### config.mk
export PLATFORM = sky130hd
export DESIGN_NAME = smp_frame_policy
export DESIGN_NICKNAME = d
export VERILOG_FILES = /design/src/inc/smp_pkg.sv /design/src/rtl/smp_storm_port.sv /design/src/rtl/smp_frame_policy.sv
export SDC_FILE = /design/constraint.sdc
export NUM_CORES = 1
export LEC_CHECK = 0
export BUFFER_PORTS_ARGS = -buffer_cell sky130_fd_sc_hd__clkbuf_2
export CAP_MARGIN = 25
export CORE_MARGIN = 1
export CORE_UTILIZATION = 24
export CTS_CLUSTER_DIAMETER = 80
export CTS_CLUSTER_SIZE = 28
export DETAILED_ROUTE_END_ITERATION = 10
export PLACE_DENSITY = 0.48
export SLEW_MARGIN = 30
export SYNTH_ARGS = -nofsm -noshare
export SYNTH_HDL_FRONTEND = slang
export SYNTH_HIERARCHICAL = 1
export SYNTH_SLANG_ARGS = --single-unit
### constraint.sdc
create_clock -name clk -period 7.2 [get_ports clk]
set_input_delay 0.72 -clock clk [delete_from_list [all_inputs] [get_ports clk]]
set_output_delay 0.72 -clock clk [all_outputs]
set_load 0.005 [all_outputs]
### src/inc/smp_pkg.sv
// constants for the switch mac frame policy block
package smp_pkg;
  // register indices; byte address is four times the index
  localparam logic [11:0] SMP_IDX_CTRL_A = 12'h331;
  localparam logic [11:0] SMP_IDX_CTRL_B = 12'h332;
  localparam logic [11:0] SMP_IDX_RATE_LO = 12'h333;
  localparam logic [11:0] SMP_IDX_STATUS = 12'h3f0;
  localparam int          SMP_ADDR_W = 14;
  // reset values
  localparam logic [7:0] SMP_RST_CTRL_A = 8'hf0;
  localparam logic [7:0] SMP_RST_CTRL_B = 8'h00;
  localparam logic [7:0] SMP_RST_RATE_LO = 8'h4a;
  // control a field positions
  localparam int SMP_A_MC_EXCL = 6;
  localparam int SMP_A_BP_CRS = 5;
  localparam int SMP_A_FAIR = 4;
  localparam int SMP_A_NO_XCOL = 3;
  localparam int SMP_A_JUMBO = 2;
  localparam int SMP_A_MAX_DIS = 1;
  localparam int SMP_A_SHORT = 0;
  // control b field positions
  localparam int SMP_B_NULL_VID = 3;
  localparam int SMP_B_RATE_HI = 0;
  localparam int SMP_RATE_HI_W = 3;
  localparam int SMP_RATE_W = 11;
  localparam int SMP_QUOTA_SHIFT = 6;     // rate times 64 bytes
  // frame sizes in bytes
  localparam int SMP_LEN_W = 14;
  localparam logic [13:0] SMP_MIN_STD = 14'd64;
  localparam logic [13:0] SMP_MIN_SHORT = 14'd32;
  localparam logic [13:0] SMP_MAX_UNTAG = 14'd1518;
  localparam logic [13:0] SMP_MAX_TAG = 14'd1522;
  localparam logic [13:0] SMP_MAX_NOCHK = 14'd2000;
  localparam logic [13:0] SMP_JUMBO_CAP = 14'd9000;
  localparam logic [13:0] SMP_HDR_UNTAG = 14'd18;
  localparam logic [13:0] SMP_HDR_TAG = 14'd22;
  // collisions
  localparam logic [4:0] SMP_XCOL_LIMIT = 5'd16;
  // timing
  localparam int SMP_CLK_KHZ = 20000;
  localparam int SMP_PERIOD_1G_US = 5000;
  localparam int SMP_PERIOD_1G_CYC = SMP_PERIOD_1G_US * SMP_CLK_KHZ / 1000;
  localparam logic [6:0] SMP_DIV_1G = 7'd1;     // 5 ms
  localparam logic [6:0] SMP_DIV_100M = 7'd10;  // 50 ms
  localparam logic [6:0] SMP_DIV_10M = 7'd100;  // 500 ms
  // port speed codes
  typedef enum logic [1:0] {
    SMP_SPD_10   = 2'h0,
    SMP_SPD_100  = 2'h1,
    SMP_SPD_1000 = 2'h2
  } smp_speed_e;
endpackage

### src/rtl/smp_storm_port.sv
// per-port broadcast storm byte quota counter
`timescale 1ns/10ps
module smp_storm_port
  import smp_pkg::*;
(
  input  wire logic                 clk,
  input  wire logic                 rst,
  input  wire logic                 tick_5ms,
  input  wire logic [1:0]           speed,
  input  wire logic                 hit,
  input  wire logic [SMP_LEN_W-1:0] len,
  input  wire logic [17:0]          quota,
  output logic                      over
);
  logic [6:0]  tick_cnt_reg;
  logic [17:0] used_reg;
  logic [6:0]  div;
  logic        boundary;
  logic [18:0] sum;

  // ticks per period follow the port speed
  always_comb begin
    unique case (speed)
      SMP_SPD_1000: div = SMP_DIV_1G;
      SMP_SPD_100:  div = SMP_DIV_100M;
      default:      div = SMP_DIV_10M;
    endcase
  end

  assign boundary = tick_5ms && (tick_cnt_reg + 7'd1 >= div);
  assign sum      = {1'b0, used_reg} + {5'h00, len};

  // period divider
  always_ff @(posedge clk) begin
    if (rst) begin
      tick_cnt_reg <= 7'h00;
    end else if (boundary) begin
      tick_cnt_reg <= 7'h00;
    end else if (tick_5ms) begin
      tick_cnt_reg <= tick_cnt_reg + 7'd1;
    end
  end

  // byte usage, restarted at each period boundary
  always_ff @(posedge clk) begin
    if (rst) begin
      used_reg <= 18'h00000;
    end else if (boundary) begin
      used_reg <= hit ? {4'h0, len} : 18'h00000;
    end else if (hit) begin
      used_reg <= sum[18] ? 18'h3ffff : sum[17:0];
    end
  end

  assign over = (used_reg >= quota);
endmodule

### src/rtl/smp_frame_policy.sv
// switch mac frame policy: size admission, vid, storm, collisions, apb
//
// Local design decision: the APB slave port.
`timescale 1ns/10ps
//
// Overview of operation
// - control bit 6 keeps multicast out of storm quota
// - control bit 5 picks carrier-sense back pressure
// - fair mode may drop non-flow-controlled frames
// - fair off: flow control only, no drops
// - bit 3 keeps retrying past sixteen collisions
// - jumbo admits payload up to programmed limit, at most 9000
// - jumbo overrides the maximum size check disable
// - check disabled admits frames up to 2000
// - standard maximum 1522 tagged, 1518 untagged
// - pass-short admits frames from 32 bytes
// - without pass-short, frames under 64 dropped
// - null vid replaced by port default vid
// - storm quota is eleven-bit rate times 64
// - storm period 5, 50, 500 ms by speed
// - rate low byte in next register, reset 0x4a
module smp_frame_policy
  import smp_pkg::*;
#(
  parameter int NPORTS       = 7,
  parameter int PERIOD_5MS_CYC = SMP_PERIOD_1G_CYC
)(
  input  wire logic                   clk,
  input  wire logic                   rst,
  // apb slave
  input  wire logic                   psel,
  input  wire logic                   penable,
  input  wire logic                   pwrite,
  input  wire logic [SMP_ADDR_W-1:0]  paddr,
  input  wire logic [31:0]            pwdata,
  output logic                        pready,
  output logic                        pslverr,
  output logic [31:0]                 prdata,
  // per-port context
  input  wire logic [2*NPORTS-1:0]    port_speed,
  input  wire logic [12*NPORTS-1:0]   port_default_vid,
  input  wire logic [NPORTS-1:0]      port_fc_en,
  input  wire logic [SMP_LEN_W-1:0]   jumbo_limit,
  input  wire logic                   egress_shared_cong,
  // received frame descriptor
  input  wire logic                   rx_valid,
  input  wire logic [2:0]             rx_port,
  input  wire logic [SMP_LEN_W-1:0]   rx_len,
  input  wire logic                   rx_tagged,
  input  wire logic [11:0]            rx_vid,
  input  wire logic                   rx_bcast,
  input  wire logic                   rx_mcast,
  // decision
  output logic                        rx_done,
  output logic                        rx_pass,
  output logic [11:0]                 rx_vid_out,
  // half duplex and flow control
  input  wire logic                   tx_coll,
  input  wire logic [4:0]             tx_coll_cnt,
  output logic                        tx_retry,
  output logic                        tx_abort,
  output logic                        bp_carrier_mode,
  output logic [NPORTS-1:0]           fc_assert
);
  // ---------------------------------------------------------------
  // parameter checks
  // ---------------------------------------------------------------
  if (NPORTS < 1 || NPORTS > 8) begin : g_bad_ports
    $error("smp_frame_policy: NPORTS must be 1 to 8");
  end
  if (PERIOD_5MS_CYC < 2) begin : g_bad_period
    $error("smp_frame_policy: PERIOD_5MS_CYC must be at least 2");
  end

  // ---------------------------------------------------------------
  // registers
  // ---------------------------------------------------------------
  logic [7:0]  ctrl_a_reg;
  logic [7:0]  ctrl_b_reg;
  logic [7:0]  rate_lo_reg;
  logic [7:0]  drop_cnt_reg;
  logic [11:0] idx;
  logic        hit_a;
  logic        hit_b;
  logic        hit_lo;
  logic        hit_st;
  logic        mapped;
  logic        wr_en;
  logic [31:0] rd_mux;

  assign idx    = paddr[SMP_ADDR_W-1:2];
  assign hit_a  = (idx == SMP_IDX_CTRL_A);
  assign hit_b  = (idx == SMP_IDX_CTRL_B);
  assign hit_lo = (idx == SMP_IDX_RATE_LO);
  assign hit_st = (idx == SMP_IDX_STATUS);
  assign mapped = hit_a | hit_b | hit_lo | hit_st;
  assign wr_en  = psel & penable & pwrite & mapped;

  // zero wait state; unmapped accesses report an error
  assign pready  = 1'b1;
  assign pslverr = psel & penable & ~mapped;

  // control a register
  always_ff @(posedge clk) begin
    if (rst) begin
      ctrl_a_reg <= SMP_RST_CTRL_A;
    end else if (wr_en && hit_a) begin
      ctrl_a_reg <= pwdata[7:0];
    end
  end

  // control b register
  always_ff @(posedge clk) begin
    if (rst) begin
      ctrl_b_reg <= SMP_RST_CTRL_B;
    end else if (wr_en && hit_b) begin
      ctrl_b_reg <= pwdata[7:0];
    end
  end

  // storm rate low byte
  always_ff @(posedge clk) begin
    if (rst) begin
      rate_lo_reg <= SMP_RST_RATE_LO;
    end else if (wr_en && hit_lo) begin
      rate_lo_reg <= pwdata[7:0];
    end
  end

  // read mux
  always_comb begin
    rd_mux = 32'h00000000;
    if (hit_a) begin
      rd_mux[7:0] = ctrl_a_reg;
    end else if (hit_b) begin
      rd_mux[7:0] = ctrl_b_reg;
    end else if (hit_lo) begin
      rd_mux[7:0] = rate_lo_reg;
    end else if (hit_st) begin
      rd_mux[7:0] = drop_cnt_reg;
    end
  end

  // read data captured in the setup phase, stable through access
  always_ff @(posedge clk) begin
    if (rst) begin
      prdata <= 32'h00000000;
    end else if (psel && !penable && !pwrite) begin
      prdata <= rd_mux;
    end
  end

  // ---------------------------------------------------------------
  // storm period tick and per-port limiters
  // ---------------------------------------------------------------
  logic [31:0]      tick_cnt_reg;
  logic             tick_5ms;
  logic [10:0]      rate;
  logic [17:0]      quota;
  logic [NPORTS-1:0] storm_over;
  logic [NPORTS-1:0] storm_hit;

  // 5 ms base enable pulse
  always_ff @(posedge clk) begin
    if (rst) begin
      tick_cnt_reg <= 32'h00000000;
    end else if (tick_5ms) begin
      tick_cnt_reg <= 32'h00000000;
    end else begin
      tick_cnt_reg <= tick_cnt_reg + 32'h00000001;
    end
  end
  assign tick_5ms = (tick_cnt_reg == 32'(PERIOD_5MS_CYC - 1));

  assign rate  = {ctrl_b_reg[SMP_B_RATE_HI +: SMP_RATE_HI_W],
                  rate_lo_reg};
  assign quota = {1'b0, rate, {SMP_QUOTA_SHIFT{1'b0}}};

  for (genvar p = 0; p < NPORTS; p++) begin : g_storm
    smp_storm_port u_storm (
      .clk      (clk),
      .rst      (rst),
      .tick_5ms (tick_5ms),
      .speed    (port_speed[2*p +: 2]),
      .hit      (storm_hit[p]),
      .len      (rx_len),
      .quota    (quota),
      .over     (storm_over[p])
    );
  end

  // ---------------------------------------------------------------
  // frame admission
  // ---------------------------------------------------------------
  logic [SMP_LEN_W-1:0] min_len;
  logic [SMP_LEN_W-1:0] max_len;
  logic [SMP_LEN_W-1:0] jlim;
  logic [SMP_LEN_W-1:0] hdr;
  logic                 size_ok;
  logic                 storm_frame;
  logic                 port_ok;
  logic                 fair_drop;
  logic                 pre_ok;
  logic                 storm_block;
  logic                 pass_now;
  logic [11:0]          vid_now;

  // size window
  always_comb begin
    hdr  = rx_tagged ? SMP_HDR_TAG : SMP_HDR_UNTAG;
    jlim = (jumbo_limit > SMP_JUMBO_CAP) ? SMP_JUMBO_CAP : jumbo_limit;
    min_len = ctrl_a_reg[SMP_A_SHORT] ? SMP_MIN_SHORT
                                      : SMP_MIN_STD;
    if (ctrl_a_reg[SMP_A_JUMBO]) begin
      max_len = jlim + hdr;
    end else if (ctrl_a_reg[SMP_A_MAX_DIS]) begin
      max_len = SMP_MAX_NOCHK;
    end else begin
      max_len = rx_tagged ? SMP_MAX_TAG : SMP_MAX_UNTAG;
    end
    size_ok = (rx_len >= min_len) && (rx_len <= max_len);
  end

  assign port_ok = (32'(rx_port) < NPORTS);

  // frames that count toward the storm quota
  assign storm_frame = rx_bcast |
                       (rx_mcast & ~ctrl_a_reg[SMP_A_MC_EXCL]);

  // fair mode drops from non flow controlled ports sharing egress
  assign fair_drop = ctrl_a_reg[SMP_A_FAIR] & egress_shared_cong &
                     ~port_fc_en[rx_port];

  assign pre_ok      = rx_valid & port_ok & size_ok & ~fair_drop;
  assign storm_block = storm_frame & storm_over[rx_port];
  assign pass_now    = pre_ok & ~storm_block;

  // only frames actually forwarded consume quota
  always_comb begin
    storm_hit = '0;
    if (pass_now && storm_frame) begin
      storm_hit[rx_port] = 1'b1;
    end
  end

  // null vid replacement
  assign vid_now = (rx_vid == 12'h000 && ctrl_b_reg[SMP_B_NULL_VID])
                   ? port_default_vid[12*rx_port +: 12]
                   : rx_vid;

  // decision outputs, one cycle after the descriptor
  always_ff @(posedge clk) begin
    if (rst) begin
      rx_done    <= 1'b0;
      rx_pass    <= 1'b0;
      rx_vid_out <= 12'h000;
    end else begin
      rx_done <= rx_valid;
      if (rx_valid) begin
        rx_pass    <= pass_now;
        rx_vid_out <= vid_now;
      end
    end
  end

  // dropped frame count, saturating
  always_ff @(posedge clk) begin
    if (rst) begin
      drop_cnt_reg <= 8'h00;
    end else if (rx_valid && !pass_now && drop_cnt_reg != 8'hff) begin
      drop_cnt_reg <= drop_cnt_reg + 8'h01;
    end
  end

  // ---------------------------------------------------------------
  // half duplex collisions and flow control
  // ---------------------------------------------------------------
  // retry or abort after a collision
  always_ff @(posedge clk) begin
    if (rst) begin
      tx_retry <= 1'b0;
      tx_abort <= 1'b0;
    end else begin
      tx_retry <= tx_coll & ((tx_coll_cnt < SMP_XCOL_LIMIT) |
                             ctrl_a_reg[SMP_A_NO_XCOL]);
      tx_abort <= tx_coll & (tx_coll_cnt >= SMP_XCOL_LIMIT) &
                  ~ctrl_a_reg[SMP_A_NO_XCOL];
    end
  end

  // back pressure style and flow control assertion
  always_ff @(posedge clk) begin
    if (rst) begin
      bp_carrier_mode <= 1'b1;
      fc_assert       <= '0;
    end else begin
      bp_carrier_mode <= ctrl_a_reg[SMP_A_BP_CRS];
      fc_assert       <= egress_shared_cong ? port_fc_en : '0;
    end
  end
endmodule

==> results of run 1 <==
-- cell type report --
type                    count  area share, %
multi-input cells        2456           63.5
inverters                 239           3.11
clock inverters            22           1.21
diodes                      3         0.0261
clock buffers              30           2.53
repair buffers            253           4.76
well taps                1380           5.99
flip-flops and latches    271           18.8
-- power by group through the flow --
stage / logic (W) / registers [W] / clock network [W]
after floorplan: 0.000343 / 0.00155 / 0
after global placement: 0.000535 / 0.00156 / 0
after detailed placement: 0.000538 / 0.00156 / 0
after CTS: 0.000541 / 0.00152 / 0.00178
after global routing: 0.000601 / 0.00152 / 0.00184
final: 0.000540 / 0.00152 / 0.00172
-- per-stage QoR --
step | hold WS (ns) | std cells | power [W] | util, %
final | 0.333 | 4654 | 0.00378 | 27.7
after detailed placement | 0.457 | 4599 | 0.00209 | 26.7
after CTS | 0.303 | 4651 | 0.00384 | 27.7
after global routing | 0.315 | 4651 | 0.00396 | 27.7
after floorplan | 0.430 | 3123 | 0.00190 | -
after global placement | 0.448 | 4599 | 0.00209 | 26.7
-- worst paths after layout --
path	slack [ns]	endpoint	from
setup / recovery	1.30	g_storm[5].u_storm/used_reg[0]	jumbo_limit[4]
hold / removal	0.33	fc_assert[6]	port_fc_en[6]
setup reg to reg	1.70	g_storm[5].u_storm/used_reg[0]	rate_lo_reg[1]
hold reg to reg	0.47	g_storm[1].u_storm/used_reg[0]	g_storm[1].u_storm/used_reg[0]
-- per-layer routing --
metal,wire (um),track usage (%),share of wire (%),vias up
met5,75,0,0.093,-
met4,1740,3.54,2.2,12
met3,5180,3.25,6.4,89
met2,35400,23.3,44,438
met1,38100,20.3,47,10626
li1,-,-,-,11426
-- Yosys cell counts (48+ instances only) --
cell type  number
a21o_1         64
xnor2_1        75
inv_1         238
o21ai_0       117
xor2_1         79
buf_2          51
nor2_1        288
o221ai_2       70
clkbuf_1       48
nand3_1        56
nand4_1        54
dfxtp_1       271
a21oi_1       159
o21a_1         58
nand2_1       292
ha_1          306
nor3_1         49
-- kinds of logic after synthesis --
logic type	after synthesis	share of synthesized area (%)
other	2	0.0297
and+or+nand+nor	975	18.8
AOI/OAI and AO/OA	870	28.3
xor gates and xnor gates	154	5.34
DFF	271	21.5
adders and majority gates	314	15.8
muxes	69	3.11
buffers and inverters	396	7.15
-- cell usage in the layout (no fill, tap or decap), drive strengths merged, types with 15 or more instances in the layout --
cell,instances
ha,306
nand2,299
nor2,289
dfxtp,271
inv,252
clkbuf,241
a21oi,173
o21ai,160
xor2,79
a211oi,76
xnor2,75
conb,74
o221ai,71
a21o,64
nand3,63
nand4,61
o21a,58
nor3,49
mux2i,47
buf,42
nor2b,40
o211ai,35
a31oi,33
nand2b,30
and4,24
nor4,23
and3,22
o21bai,22
a2111oi,21
and2,18
a21boi,17
mux2,16
a22o,15
o2111a,15
==> flow_summary.ini, run 1 <==
[hold_path]
holdPathStages = 2
hold_path.class = input pin to flop

[sta]
fin_crit_ns = 5.90
rsz0062_at_grt = false
slew_headroom_pct = 36.5
setup_viol_count_final = 0
slew_viol_final = 0
setup_ws_ns = 1.30
final_hold_viol_count = 0
clock.fmax_mhz = 169
fin_skew_ns = 0.0303
timing.final.crit_share_pct = 82.0
setup-tns-final_ns = 0
worstMarginPinSlew_ns = 0.946

[drt]
drc = 0
via_per_inst = 4.85
wl_um = 80600
vias = 22591
firstDrtPassIters = 5
drt_iter0_markers = 1246
postRouteAntennaNets = 0
routedWlPerCell_um = 17.3

[cts]
path_clk_slew_ns = 0.08
clockBufferDepth = 3
cts.sinks = 271
htree_levels = 1
cts-root-buf = clkbuf_16
cts_tree = yes
cts_buffers = 28
cts_resized = 0
worstSkewPairLatency_ns = 0.61
cts_setup_buffers = 0
cts_hold_buf = 0

[yosys]
async_reset_ff_share_pct = 0
synth_area_leaders = dfxtp_1 (21%), ha_1 (15%), nand2_1 (4.3%)
synth_top_area_cell = dfxtp_1
yosys.area.top_type_share_pct = 21.5
ys_seq_area_share_pct = 21.5
ys_warn_count = 6
syn_avg_cell_area_um2 = 8.28
synth-main-ff-cell = dfxtp_1
synth_seq_cells = 271
synth_area_um2 = 25300
synth.distinct_cells = 87
synth_cells = 3051
synth_edf_count = 0

[floorplan]
core-area_um2 = 104000
fp.dieW_um = 326
start_util_pct = 24.3
std_cell_rows = 118
io_pins = 268
die_h_um = 326
dieArea_um2 = 107000

[pwr]
powerDensity_nw_per_um2 = 131
intPower_w = 0.00256
netSwitchingFraction_pct = 32.1
combPwrFrac_pct = 14.3
power_leakage_nw = 12.7
pwr-share-seq_pct = 40.3
p_switching_w = 0.00121
power_frac_clock_pct = 45.4
ir_drop_mv = 0.157

[global_routing]
antenna_found_initial = 14
grt.overflow.total = 0
grt_max_degree = 52
first_global_vias = 21386
grtUsageTotal_pct = 14.8
grt_pass1_wl_um = 125000

[worst_setup_path]
crit_family = simple AND/OR/NAND/NOR gates
r2r_cells = 20
crit_type = input pin to flop
cp.required_ns = 7.74
crit_slowest_cell = or4_1
critical_path_depth = 25
cp-start-kind = input pin
end_kind = flop
cp_max_fo = 8
cpPeakStageDelay_ns = 0.53
arrival_ns = 6.44
critPathBufInv = 3

[cells_and_area]
regArea_um2 = 5430
multi_input_area_um2 = 18300
area_growth_pct = 14.1
fin_nets = 3773
largest_reg_flops = 126
fillers = 11284
stdcell_area_um2 = 28800
drive_above_1_share_pct = 16.8

[outcome]
status = completed

[placement]
dp_slack_ns = 0.688
place_area_um2 = 27700
portBuffers = 212
gp_congestion = 0.866
dp_hpwl_um = 61100

[run]
cap_violations = 0
Note: power is estimated with default switching activity, not from simulation.
==> inputs of run 2 (changes only) <==
--- a/config.mk
+++ b/config.mk
@@ -12,7 +12,7 @@
 export CTS_CLUSTER_DIAMETER = 80
 export CTS_CLUSTER_SIZE = 28
 export DETAILED_ROUTE_END_ITERATION = 10
-export PLACE_DENSITY = 0.48
+export PLACE_DENSITY = 0.5
 export SLEW_MARGIN = 30
 export SYNTH_ARGS = -nofsm -noshare
 export SYNTH_HDL_FRONTEND = slang
==> constraint.sdc (replaced) <==
create_clock -name clk -period 5.2 [get_ports clk]
set_input_delay 0.52 -clock clk [delete_from_list [all_inputs] [get_ports clk]]
set_output_delay 0.52 -clock clk [all_outputs]
set_load 0.005 [all_outputs]
==> run 2 against run 1 <==
Total power up 43%; first-iteration DRC count up 42%; critical path type unchanged; sequential cell count unchanged; critical path depth down 1; critical endpoint is now g_storm[4].u_storm/used_reg[10].
==> flow_summary.ini, run 2 (same netlist as run 1, synthesis figures left out) <==
[outcome]
status = completed

[pwr]
intPower_w = 0.00365
p_switching_w = 0.00175
combPwrFrac_pct = 14.3
power_frac_clock_pct = 46.7
power_leakage_nw = 13.0
pwr-share-seq_pct = 39.0
ir_drop_mv = 0.201
netSwitchingFraction_pct = 32.3
powerDensity_nw_per_um2 = 184

[hold_path]
hold_path.class = input pin to flop

[cells_and_area]
layout_commonest_cell = ha_1
stdcell_area_um2 = 29400
fillers = 11204
drive_above_1_share_pct = 18.5
area_growth_pct = 16.5
fin_nets = 3829
antenna_cells = 0
largest_reg_flops = 126
final_cell_mix = ha_1 (306), nand2_1 (292), nor2_1 (288)

[sta]
timing.final.crit_share_pct = 92.8
worstMarginPinSlew_ns = 0.905
clock.fmax_mhz = 207
fin_skew_ns = 0.0412
slew_viol_final = 0
setup_viol_count_final = 0
holdWs_ns = 0.146
setup-tns-final_ns = 0
fin_crit_ns = 4.83
rsz0062_at_grt = true
slew_headroom_pct = 39.5
final_hold_viol_count = 0

[worst_setup_path]
crit_type = input pin to flop
cp.required_ns = 5.69
cp-start-kind = input pin
arrival_ns = 5.32
end_kind = flop
cp_max_fo = 7

[drt]
postRouteAntennaNets = 0
drt_iter0_markers = 1768
via_per_inst = 4.82
routedWlPerCell_um = 17.0
wl_um = 80100
drc = 0
vias = 22717
firstDrtPassIters = 6

[global_routing]
antenna_found_initial = 2
grtUsageTotal_pct = 14.6
grt_max_degree = 50
grt.overflow.total = 0
first_global_vias = 21236
grt_pass1_wl_um = 124000

[placement]
dp_hpwl_um = 62500
portBuffers = 212
gp_congestion = 0.906
place_area_um2 = 28200

[floorplan]
std_cell_rows = 118
io_pins = 268
start_util_pct = 24.3
dieArea_um2 = 107000
die_h_um = 326
fp.dieW_um = 326
core-area_um2 = 104000

[cts]
cts_resized = 0
cts_tree = yes
path_clk_slew_ns = 0.09
worstSkewPairLatency_ns = 0.63
cts_setup_buffers = 0
htree_levels = 1
clockBufferDepth = 3
cts-root-buf = clkbuf_16
cts.sinks = 271
cts_hold_buf = 0
cts_buffers = 30

[run]
cap_violations = 0
[run 2: metal layers]
metal	GRT usage [%]	routed length (um)
met5	0	0
met4	2.96	1540
met3	2.17	4090
met2	22.3	34000
met1	21.6	40500
[run 2: area by class of cell]
cell class / instances / area [um^2] / share of cell area, %
inverters: 239 / 897 / 3.05
well taps: 1380 / 1730 / 5.87
clock buffers: 32 / 790 / 2.68
repair buffers: 307 / 1850 / 6.30
flip-flops and latches: 271 / 5430 / 18.4
multi-input cells: 2456 / 18300 / 62.4
clock inverters: 24 / 382 / 1.30
[run 2: path summary, 6_finish.rpt]
path / cells past startpoint / endpoint / slack [ns] / from
worst min register to register: 2 / g_storm[4].u_storm/used_reg[4] / 0.47 / g_storm[4].u_storm/used_reg[4]
worst max register to register: 17 / g_storm[4].u_storm/used_reg[10] / 0.65 / rate_lo_reg[5]
worst max-delay path: 24 / g_storm[4].u_storm/used_reg[10] / 0.37 / jumbo_limit[4]
worst min-delay path: 2 / tx_retry / 0.15 / tx_coll
[run 2: critical path, cell delays in order]
cell and delay [ns]:
clkbuf_2 0.09, nor4b_1 0.30, nand4b_1 0.16, a21oi_1 0.19, and2_1 0.17, ha_1 0.15, a21oi_1 0.07, a211oi_1 0.29
nor2_1 0.09, or4_1 0.52, xnor2_1 0.16, nand2_1 0.08, ha_1 0.27, nand2_1 0.11, nor4_4 0.33, nand3_1 0.11
nor2_1 0.19, o2111a_2 0.27, o21ai_2 0.16, nor3b_1 0.32, buf_4 0.19, a211oi_2 0.05, a21o_1 0.20, o311a_1 0.31
[run 2: power by group through the flow]
stage               Combinational, W  Clock (W)  Sequential (W)
floorplan                   0.000476          0         0.00215
finish                      0.000773    0.00252         0.00211
detailed placement          0.000767          0         0.00215
global route                0.000857    0.00269         0.00211
global placement            0.000762          0         0.00215
CTS                         0.000770    0.00262         0.00211
[run 2: metrics by stage]
stage	setup slack, ns	util, %	instances	power [W]
floorplan	0.0166	-	3123	0.00263
global route	-0.0171	28.3	4709	0.00565
finish	0.373	28.3	4709	0.00540
CTS	0.314	28.3	4709	0.00549
detailed placement	-0.306	27.2	4653	0.00292
global placement	-0.311	27.2	4653	0.00292
==> inputs of run 3 (changes only) <==
--- a/config.mk
+++ b/config.mk
@@ -7,12 +7,14 @@
 export LEC_CHECK = 0
 export BUFFER_PORTS_ARGS = -buffer_cell sky130_fd_sc_hd__clkbuf_2
 export CAP_MARGIN = 25
+export CELL_PAD_IN_SITES_DETAIL_PLACEMENT = 1
+export CELL_PAD_IN_SITES_GLOBAL_PLACEMENT = 1
 export CORE_MARGIN = 1
 export CORE_UTILIZATION = 24
 export CTS_CLUSTER_DIAMETER = 80
 export CTS_CLUSTER_SIZE = 28
 export DETAILED_ROUTE_END_ITERATION = 10
-export PLACE_DENSITY = 0.5
+export PLACE_DENSITY = 0.59
 export SLEW_MARGIN = 30
 export SYNTH_ARGS = -nofsm -noshare
 export SYNTH_HDL_FRONTEND = slang
==> run 3 against run 2 <==
Clock-buffer cell count stayed put; routed wire length rose by 11%; critical path type unchanged; highest routed layer is now met5; clock skew grew 0.025 ns; total power up 2.8%; non-clock buffer count up 5.
==> flow_summary.ini, run 3 (same netlist as run 1, synthesis figures left out) <==
[sta]
rsz0062_at_grt = false
final_hold_viol_count = 0
setup-tns-final_ns = 0
slew_headroom_pct = 38.6
fin_crit_ns = 4.83
slew_viol_final = 0
clock.fmax_mhz = 207
timing.final.crit_share_pct = 92.8
fin_skew_ns = 0.0667
worstMarginPinSlew_ns = 0.918
setup_viol_count_final = 0

[floorplan]
io_pins = 268
start_util_pct = 24.3
fp.dieW_um = 326
std_cell_rows = 118
die_h_um = 326
dieArea_um2 = 107000
core-area_um2 = 104000

[cells_and_area]
stdcell_area_um2 = 29500
fillers = 12455
final_cell_mix = ha_1 (306), nand2_1 (292), nor2_1 (288)
antenna_cells = 0
area_growth_pct = 16.9
largest_reg_flops = 126
fin_nets = 3835
layout_commonest_cell = ha_1
drive_above_1_share_pct = 18.6

[hold_path]
worstHoldStart = port_fc_en[2]
hold_path.class = input pin to flop
min_to = fc_assert[2]
holdPathStages = 2

[cts]
cts_resized = 0
cts_buffers = 31
path_clk_slew_ns = 0.10
cts_tree = yes
worstSkewPairLatency_ns = 0.69
htree_levels = 1
cts_hold_buf = 0
cts.sinks = 271
cts-root-buf = clkbuf_16
clockBufferDepth = 3
cts_setup_buffers = 0

[pwr]
pwr-share-seq_pct = 37.9
combPwrFrac_pct = 14.4
intPower_w = 0.00369
netSwitchingFraction_pct = 33.6
p_switching_w = 0.00187
ir_drop_mv = 0.223
power_leakage_nw = 13.1
power_frac_clock_pct = 47.7
powerDensity_nw_per_um2 = 188

[drt]
routedWlPerCell_um = 18.8
vias = 23431
via_per_inst = 4.97
postRouteAntennaNets = 0
firstDrtPassIters = 5
drt_iter0_markers = 1195
wl_um = 88600
drc = 0

[placement]
dp_hpwl_um = 68500
gp_congestion = 0.853
portBuffers = 212
place_area_um2 = 28300

[global_routing]
grt_pass1_wl_um = 140000
grtUsageTotal_pct = 16.5
grt_max_degree = 50
antenna_found_initial = 7
grt.overflow.total = 0
first_global_vias = 23731

[worst_setup_path]
cp-start-kind = input pin
cp.required_ns = 5.77
crit_type = input pin to flop
arrival_ns = 5.40
timing.rr.start = ctrl_b_reg[1]
r2r-end = g_storm[2].u_storm/used_reg[9]
crit_slowest_cell = or4_1
r2r_cells = 19
end_kind = flop
cpPeakStageDelay_ns = 0.53
reg2reg_slack_ns = 0.40
cp_max_fo = 13

[outcome]
status = completed

[run]
cap_violations = 0
## run 3: changes by cell type in the layout (fill, tap and decap cells not counted), sizes merged
cell	change
clkinv	+3
buf	+5
clkinvlp	-1
## run 3: metal layers
| layer | track usage (%) | part of all wire [%] | vias up | routed length [um] |
|---|---|---|---|---|
| li1 | - | - | 11529 | - |
| met1 | 22.6 | 48 | 11394 | 42800 |
| met2 | 26.9 | 45 | 385 | 39900 |
| met3 | 2.33 | 4.0 | 113 | 3580 |
| met4 | 4.14 | 2.6 | 10 | 2310 |
| met5 | 0 | 0.077 | - | 68 |
## run 3: cell type report
class / count / area [um^2] / area share (%)
Clock buffer: 32 / 790 / 2.67
Sequential cell: 271 / 5430 / 18.4
Multi-Input combinational cell: 2456 / 18300 / 62.1
Inverter: 239 / 897 / 3.04
Timing Repair Buffer: 312 / 1910 / 6.49
Tap cell: 1380 / 1730 / 5.85
Clock inverter: 26 / 442 / 1.50
## run 3: per-stage QoR
step           power [W]  hold slack, ns  util (%)  std cells  setup WS, ns
6_report         0.00555          0.0960      28.4       4716         0.375
5_1_grt          0.00582          0.0768      28.4       4716        0.0120
2_1_floorplan    0.00263           0.430         -       3123        0.0166
4_1_cts          0.00568          0.0499      28.4       4716         0.419
3_5_place_dp     0.00295           0.457      27.2       4658        -0.231
3_3_place_gp     0.00294           0.448      27.2       4658        -0.161
## run 3: worst max-delay path by stage
stage / cells past startpoint / to / startpoint / slack, ns
after floorplan: 26 / g_storm[4].u_storm/used_reg[10] / jumbo_limit[5] / 0.02
after global placement: 25 / g_storm[3].u_storm/used_reg[7] / jumbo_limit[4] / -0.16
after detailed placement: 25 / g_storm[1].u_storm/used_reg[10] / jumbo_limit[4] / -0.23
after CTS: 26 / g_storm[2].u_storm/used_reg[9] / jumbo_limit[4] / 0.42
after global routing: 26 / g_storm[2].u_storm/used_reg[11] / jumbo_limit[0] / 0.01
final: 26 / g_storm[2].u_storm/used_reg[9] / jumbo_limit[4] / 0.37
## run 3: power groups by stage
stage | combinational (W) | sequential, W | clock [W]
floorplan | 0.000476 | 0.00215 | 0
global placement | 0.000787 | 0.00215 | 0
detailed placement | 0.000799 | 0.00216 | 0
CTS | 0.000803 | 0.00211 | 0.00277
global route | 0.000887 | 0.00211 | 0.00282
finish | 0.000800 | 0.00211 | 0.00265
## run 3: critical path: cells and delay by family
kind                       cells  cell delay (ns)
AOI/OAI and AO/OA              7             1.15
xor gates and xnor gates       1             0.18
adders and majority gates      2             0.42
buffers and inverters          4             0.62
and+or+nand+nor               12             2.50
